`config.mk`:
```
export PLATFORM = sky130hd
export DESIGN_NAME = rsp_register_slave_port
export DESIGN_NICKNAME = d
export VERILOG_FILES = /design/src/inc/rsp_pkg.sv /design/src/rsp_register_slave_port.sv
export SDC_FILE = /design/constraint.sdc
export NUM_CORES = 2
export LEC_CHECK = 0
export BUFFER_PORTS_ARGS = -buffer_cell sky130_fd_sc_hd__buf_2
export CORE_MARGIN = 4
export CORE_UTILIZATION = 60
export CTS_CLUSTER_DIAMETER = 40
export DETAILED_ROUTE_END_ITERATION = 6
export GPL_TIMING_DRIVEN = 1
export PLACE_DENSITY = 0.82
export SETUP_SLACK_MARGIN = 0.5
export SLEW_MARGIN = 10
export SYNTH_ARGS = -nofsm -noshare
export SYNTH_HDL_FRONTEND = slang
export SYNTH_SLANG_ARGS = --single-unit
```
`constraint.sdc`:
```
create_clock -name CLK -period 66.5 [get_ports CLK]
set_clock_uncertainty 0.2 [all_clocks]
set_input_delay 0 -clock CLK [delete_from_list [all_inputs] [get_ports CLK]]
set_output_delay 0 -clock CLK [all_outputs]
set_load 0.005 [all_outputs]
```
`src/inc/rsp_pkg.sv`:
```
// Constants for the register slave port
package rsp_pkg;
  localparam int ADDR_W = 6;
  localparam int DATA_W = 16;
  localparam logic PSEL_HIGH = 1'b1;
  localparam logic PSEL_LOW = 1'b0;
  localparam logic [1:0] SIZE_ACK_IDLE = 2'h3;
  localparam logic [1:0] SIZE_ACK_DONE = 2'h0;
  localparam int REG_COUNT = 64;
  localparam logic [15:0] REG_RESET = 16'h0000;
  localparam int SEL_REQ_GAP = 2;
  typedef enum logic [3:0] {
    RSP_IDLE = 4'h1,
    RSP_ACCESS = 4'h2,
    RSP_ACK = 4'h4,
    RSP_WAIT = 4'h8
  } rsp_state_t;
endpackage : rsp_pkg

```
`src/rsp_register_slave_port.sv`:
```
// Register slave port with strobe-latched address and cycle acknowledge
//
// Operation
// - Address strobe marks valid register number; device captures it then.
// - Protocol select high: register number captured on strobe falling edge.
// - Protocol select low: register number captured on strobe rising edge.
// - On reads data strobe lets device drive selected register onto bus.
// - Device drives slave/memory acknowledge low once registers available.
// - Protocol select high: both data-size acknowledges low end the cycle.
// - Protocol select low: ready output asserted ends the slave cycle.
`timescale 1ns/1ps
module rsp_register_slave_port #(
  parameter int ADDR_W = rsp_pkg::ADDR_W,
  parameter int DATA_W = rsp_pkg::DATA_W
) (
  input wire logic CLK,
  input wire logic RST,
  input wire logic BUS_PROTOCOL_SELECT,
  input wire logic CHIP_SELECT_N,
  input wire logic SHARED_MEMORY_REQUEST_N,
  input wire logic [ADDR_W-1:0] REGISTER_NUMBER,
  input wire logic SLAVE_ADDRESS_STROBE_N,
  input wire logic SLAVE_DATA_STROBE_N,
  input wire logic SLAVE_DIR,
  input wire logic [DATA_W-1:0] DATA_IN,
  output logic [DATA_W-1:0] DATA_OUT,
  output logic DATA_OE,
  output logic SLAVE_MEMORY_ACKNOWLEDGE_N,
  output logic [1:0] DATA_SIZE_ACKNOWLEDGE_N,
  output logic DATA_SIZE_ACKNOWLEDGE_OE,
  output logic READY_OUT,
  output logic READY_OUT_OE,
  output logic COLLISION_ERROR
);
  localparam int NREG = 1 << ADDR_W;

  // Two-stage synchronisers
  logic [ADDR_W+5:0] sync1_reg;
  logic [ADDR_W+5:0] sync2_reg;
  logic mode;
  logic cs_act;
  logic mem_req_act;
  logic addr_strobe_n;
  logic data_strobe_act;
  logic dir;
  logic [ADDR_W-1:0] ra;
  logic addr_strobe_prev_reg;
  logic [ADDR_W-1:0] addr_reg;
  logic [ADDR_W-1:0] addr_next;
  logic [DATA_W-1:0] wdata_s1_reg;
  logic [DATA_W-1:0] wdata_s2_reg;
  logic [DATA_W-1:0] regs_reg [NREG];
  logic [DATA_W-1:0] regs_next [NREG];
  rsp_pkg::rsp_state_t state_reg;
  rsp_pkg::rsp_state_t state_next;
  logic [DATA_W-1:0] dout_reg;
  logic [DATA_W-1:0] dout_next;
  logic doe_reg;
  logic doe_next;
  logic slave_ack_n_reg;
  logic slave_ack_n_next;
  logic [1:0] size_ack_n_reg;
  logic [1:0] size_ack_n_next;
  logic size_ack_oe_reg;
  logic size_ack_oe_next;
  logic rdy_reg;
  logic rdy_next;
  logic rdy_oe_reg;
  logic rdy_oe_next;
  logic coll_reg;
  logic coll_next;
  logic is_read;

  function automatic logic dir_is_read(input logic m, input logic d);
    return (m == rsp_pkg::PSEL_HIGH) ? d : !d;
  endfunction : dir_is_read

  assign mode = sync2_reg[0];
  assign cs_act = !sync2_reg[1];
  assign mem_req_act = !sync2_reg[2];
  assign addr_strobe_n = sync2_reg[3];
  assign data_strobe_act = !sync2_reg[4];
  assign dir = sync2_reg[5];
  assign ra = sync2_reg[ADDR_W+5:6];
  assign is_read = dir_is_read(mode, dir);

  always_ff @(posedge CLK or posedge RST) begin
    if (RST) begin
      sync1_reg <= '1;
      sync2_reg <= '1;
      wdata_s1_reg <= '0;
      wdata_s2_reg <= '0;
      addr_strobe_prev_reg <= 1'b1;
    end else begin
      sync1_reg <= {REGISTER_NUMBER, SLAVE_DIR,
                    SLAVE_DATA_STROBE_N, SLAVE_ADDRESS_STROBE_N,
                    SHARED_MEMORY_REQUEST_N, CHIP_SELECT_N,
                    BUS_PROTOCOL_SELECT};
      sync2_reg <= sync1_reg;
      wdata_s1_reg <= DATA_IN;
      wdata_s2_reg <= wdata_s1_reg;
      addr_strobe_prev_reg <= addr_strobe_n;
    end
  end

  // Address capture on the mode-selected strobe edge
  always_comb begin
    addr_next = addr_reg;
    if (mode == rsp_pkg::PSEL_HIGH && addr_strobe_prev_reg &&
        !addr_strobe_n) begin
      addr_next = ra;
    end else if (mode == rsp_pkg::PSEL_LOW && !addr_strobe_prev_reg &&
                 addr_strobe_n) begin
      addr_next = ra;
    end
  end

  always_ff @(posedge CLK or posedge RST) begin
    if (RST) begin
      addr_reg <= '0;
    end else begin
      addr_reg <= addr_next;
    end
  end

  // Access sequencing and register store
  always_comb begin
    state_next = state_reg;
    regs_next = regs_reg;
    dout_next = dout_reg;
    doe_next = 1'b0;
    slave_ack_n_next = 1'b1;
    size_ack_n_next = rsp_pkg::SIZE_ACK_IDLE;
    size_ack_oe_next = 1'b0;
    rdy_next = 1'b0;
    rdy_oe_next = 1'b0;
    coll_next = coll_reg | (cs_act & mem_req_act);
    unique case (state_reg)
      rsp_pkg::RSP_IDLE: begin
        if (cs_act && !mem_req_act) begin
          slave_ack_n_next = 1'b0;
          state_next = rsp_pkg::RSP_ACCESS;
        end
      end
      rsp_pkg::RSP_ACCESS: begin
        slave_ack_n_next = 1'b0;
        if (!cs_act) begin
          state_next = rsp_pkg::RSP_IDLE;
        end else if (data_strobe_act) begin
          if (is_read) begin
            dout_next = regs_reg[addr_reg];
            doe_next = 1'b1;
          end else begin
            regs_next[addr_reg] = wdata_s2_reg;
          end
          state_next = rsp_pkg::RSP_ACK;
        end
      end
      rsp_pkg::RSP_ACK: begin
        slave_ack_n_next = 1'b0;
        doe_next = is_read;
        if (mode == rsp_pkg::PSEL_HIGH) begin
          size_ack_n_next = rsp_pkg::SIZE_ACK_DONE;
          size_ack_oe_next = 1'b1;
        end else begin
          rdy_next = 1'b1;
          rdy_oe_next = 1'b1;
        end
        if (!cs_act || !data_strobe_act) begin
          state_next = rsp_pkg::RSP_WAIT;
        end
      end
      rsp_pkg::RSP_WAIT: begin
        if (mode == rsp_pkg::PSEL_HIGH) begin
          size_ack_oe_next = 1'b1;
        end else begin
          rdy_oe_next = 1'b1;
        end
        if (cs_act && !data_strobe_act) begin
          slave_ack_n_next = 1'b0;
          state_next = rsp_pkg::RSP_ACCESS;
        end else if (!cs_act) begin
          state_next = rsp_pkg::RSP_IDLE;
        end
      end
      default: begin
        state_next = rsp_pkg::RSP_IDLE;
      end
    endcase
  end

  always_ff @(posedge CLK or posedge RST) begin
    if (RST) begin
      state_reg <= rsp_pkg::RSP_IDLE;
      for (int i = 0; i < NREG; i++) begin
        regs_reg[i] <= rsp_pkg::REG_RESET;
      end
      dout_reg <= '0;
      doe_reg <= 1'b0;
      slave_ack_n_reg <= 1'b1;
      size_ack_n_reg <= rsp_pkg::SIZE_ACK_IDLE;
      size_ack_oe_reg <= 1'b0;
      rdy_reg <= 1'b0;
      rdy_oe_reg <= 1'b0;
      coll_reg <= 1'b0;
    end else begin
      state_reg <= state_next;
      regs_reg <= regs_next;
      dout_reg <= dout_next;
      doe_reg <= doe_next;
      slave_ack_n_reg <= slave_ack_n_next;
      size_ack_n_reg <= size_ack_n_next;
      size_ack_oe_reg <= size_ack_oe_next;
      rdy_reg <= rdy_next;
      rdy_oe_reg <= rdy_oe_next;
      coll_reg <= coll_next;
    end
  end

  assign DATA_OUT = dout_reg;
  assign DATA_OE = doe_reg;
  assign SLAVE_MEMORY_ACKNOWLEDGE_N = slave_ack_n_reg;
  assign DATA_SIZE_ACKNOWLEDGE_N = size_ack_n_reg;
  assign DATA_SIZE_ACKNOWLEDGE_OE = size_ack_oe_reg;
  assign READY_OUT = rdy_reg;
  assign READY_OUT_OE = rdy_oe_reg;
  assign COLLISION_ERROR = coll_reg;
endmodule : rsp_register_slave_port

```
==> results_dict.tcl <==
set metrics [dict create \
    nets 3498 \
    synth_top_cell_area_share 0.5396 \
    pwr-share-clk 0.478 \
    dpl.hpwl_mm 80.53 \
    rows 105 \
    met3_usage 0.08818 \
    cts_tree "yes" \
    yosys.area.top_type "dfrtp_1" \
    required_ns 66.91 \
    dr.pass1.iters 6 \
    critical_path.max_fanout 36 \
    finalCriticalPeriod_ns 5.334 \
    io-pin-count 54 \
    cts_max_level 4 \
    crit_path_end_kind "flip-flop" \
    ir_worst_vdd_mv 0.02690 \
    via_per_inst 6.863 \
    die-area_sq_mm 0.08864 \
    grt_pass1_wl_mm 211.9 \
    max_freq_mhz 187.5 \
    grt_overflow 0 \
    drc 0 \
    wl_per_cell_um 30.12 \
    start_kind "flip-flop" \
    hold_viol_final 0 \
    power_density_mw_per_mm2 29.43 \
    grt_use_total 0.3168 \
    clkTransAtPathRegs_ns 0.06 \
    p_seq_frac 0.422 \
    route.antenna.remaining_nets 0 \
    start_util 0.6094 \
    coreArea_sq_mm 0.08264 \
    cap_violations 0 \
    hp-class "reg2reg" \
    leakage_uw 0.02660 \
    grtUsageMet2 0.4743 \
    timing.final.crit_share 0.08021 \
    swShare 0.2693 \
    synth_fp_nets 3505 \
    cts_resized 0 \
    place_ws_ns 61.42 \
    globalRouteMet1Util 0.4255 \
    crit_arrival_ns 5.75 \
    syn_to_final_growth_pct 11.73 \
    numClockSinks 1114 \
    finalSetupTns_ns 0 \
    pwr-share-comb 0.100 \
    clock_path_buffers 3 \
    cts-hold-fix-buffers 58 \
    design_power_total_uw 1656 \
    drive_above_1_share 0.4569 \
    internal_power_uw 1210 \
    setup-violations-final 0 \
    synthCells 3475 \
    synth.ff_latch_count 1114 \
    synth-main-ff-cell "dfrtp_1" \
    relSlewSlack 0.1706 \
    yosys_warnings 0 \
    cts_setup_buffers 0 \
    maxSlewViolCount 0 \
    status "complete, no violations" \
    synth.distinct_cells 67 \
    io_buffer_count 53 \
    root_buffer "clkbuf_16" \
    die_y_um 297.7 \
    async_reset_ff_frac 1.000 \
    n_fill_cell 5451 \
    placedCellCount 4337 \
    worstMarginPinSlew_ns 1.241 \
    path_class "reg2reg" \
    synthTopCellsByArea "dfrtp_1 54%, mux2_2 24%, mux4_2 3.7%" \
    numCtsBuffers 141 \
    routed_wl_mm 140.2 \
    synth_area_sq_mm 0.05036 \
    grt.busiest_layer "met2" \
    synth-edff-count 0 \
    layout.cells.non_filler 4656 \
    fin_ws_ns 61.17 \
    syn_avg_cell_area_sq_um 14.49 \
    antenna_found_initial 4 \
    largest_reg_flops 1024 \
    place_congestion 0.9316 \
    die_w_um 297.7 \
    via_count 31960 \
    rsz0062_at_grt "no" \
    first_global_vias 32930 \
    grt_max_degree 187 \
    insertion_delay_ns 0.75 \
    drt_iter0_drc 3988 \
    power.switching_uw 445.9 \
    ys_seq_area_frac 0.5542 \
]
-- per-stage QoR --
| stage | util | hold slack, ns | instance area, sq um |
|---|---|---|---|
| 2_1_floorplan | - | -0.1955 | 50360 |
| 3_3_place_gp | 0.6144 | -0.09565 | 50770 |
| 3_5_place_dp | 0.6144 | -0.09384 | 50770 |
| 4_1_cts | 0.6809 | 0.1461 | 56260 |
| 5_1_grt | 0.6809 | 0.1540 | 56260 |
| 6_report | 0.6810 | 0.1435 | 56270 |
-- synth_stat cells (6+ instances only) --
library cell / count
mux2_1: 11
nand2_1: 51
a21oi_1: 36
dfstp_2: 28
clkbuf_1: 161
buf_1: 27
a221o_1: 10
mux2i_1: 159
o22a_1: 9
nand3b_1: 8
a22o_1: 18
mux4_2: 83
a221oi_1: 125
nor2b_1: 12
nor2_4: 64
nand4_1: 6
a222oi_1: 6
and2_1: 7
nand2_8: 8
nor3_1: 6
mux2_2: 1056
a22oi_1: 54
nor2_1: 83
dfrtp_1: 1086
a31oi_1: 15
buf_2: 62
nand3_1: 29
buf_6: 64
buf_4: 9
o221ai_1: 6
o21ai_0: 49
a211oi_1: 10
o22ai_1: 47
-- placed cells by master, fill, tap and decap left out, types with 8 or more instances in the layout --
master / instances
dfrtp_1: 1067
mux2_2: 1056
mux2i_1: 159
clkbuf_16: 146
a221oi_1: 125
mux4_2: 83
nor2_1: 79
nor2_4: 67
buf_4: 59
dlygate4sd3_1: 58
a22oi_1: 54
buf_2: 53
nand2_1: 51
o21ai_0: 49
o22ai_1: 47
a21oi_1: 36
nand3_1: 29
dfstp_2: 28
clkbuf_1: 22
a22o_1: 18
clkinv_4: 18
dfrtp_2: 16
a31oi_1: 15
clkinv_2: 15
bufinv_16: 14
clkbuf_8: 14
mux2_1: 11
a221o_1: 10
a211oi_1: 10
inv_6: 10
o22a_1: 9
nand2_8: 8
nand3b_1: 8
-- worst paths after layout --
kind                                            from                          to  slack, ns  cells past startpoint
hold / removal             wdata_s1_reg[3]$_DFF_PP0_   wdata_s2_reg[3]$_DFF_PP0_       0.14                      0
min in group asynchronous                        RST  wdata_s1_reg[14]$_DFF_PP0_       0.35                      4
setup / recovery             addr_reg[0]$_DFFE_PP0P_   regs_reg[483]$_DFFE_PP0P_      61.17                      6
setup reg to reg             addr_reg[0]$_DFFE_PP0P_   regs_reg[483]$_DFFE_PP0P_      61.17                      6
hold reg to reg            wdata_s1_reg[3]$_DFF_PP0_   wdata_s2_reg[3]$_DFF_PP0_       0.14                      0
max in group asynchronous                        RST   regs_reg[775]$_DFFE_PP0P_      62.27                      7
-- power by group through the flow --
stage / Sequential (uW) / Combinational, uW / Clock (uW)
3_3_place_gp: 710 / 157 / 0
6_report: 699 / 166 / 791
5_1_grt: 699 / 171 / 827
3_5_place_dp: 710 / 158 / 0
2_1_floorplan: 703 / 102 / 0
4_1_cts: 698 / 161 / 797
-- worst max-delay path, stage by stage, from the launching register on --
cell     delay (ns)
dfrtp_4        0.75
buf_4          0.51
buf_4          0.61
nor2b_4        0.80
nand2_1        0.95
nor2_4         0.87
mux2_2         0.41
-- layer usage --
layer  vias up  wire length (um)
li1      12890                 -
met1     16820             54660
met2      1779             62700
met3       471             14700
met4         2              8140
met5         -                40
-- logic make-up after synthesis --
family                 synth area share
AO/OA/AOI/OAI                   0.06184
XOR/XNOR                      0.0005218
buffers and inverters           0.03627
flip-flops                       0.5542
multiplexers                     0.3073
AND/OR/NAND/NOR                 0.03985
-- cell type report --
cell class	count	area (sq um)	area share
Clock inverter	76	983.4	0.01748
Inverter	6	30.03	0.0005336
Multi-Input combinational cell	2032	20690	0.3677
Timing Repair Buffer	173	1349	0.02397
Tap cell	1070	1339	0.02379
Clock buffer	182	3929	0.06982
Antenna cell	3	7.507	0.0001334
Sequential cell	1114	27940	0.4966
Note: power is estimated with default switching activity, not from simulation.
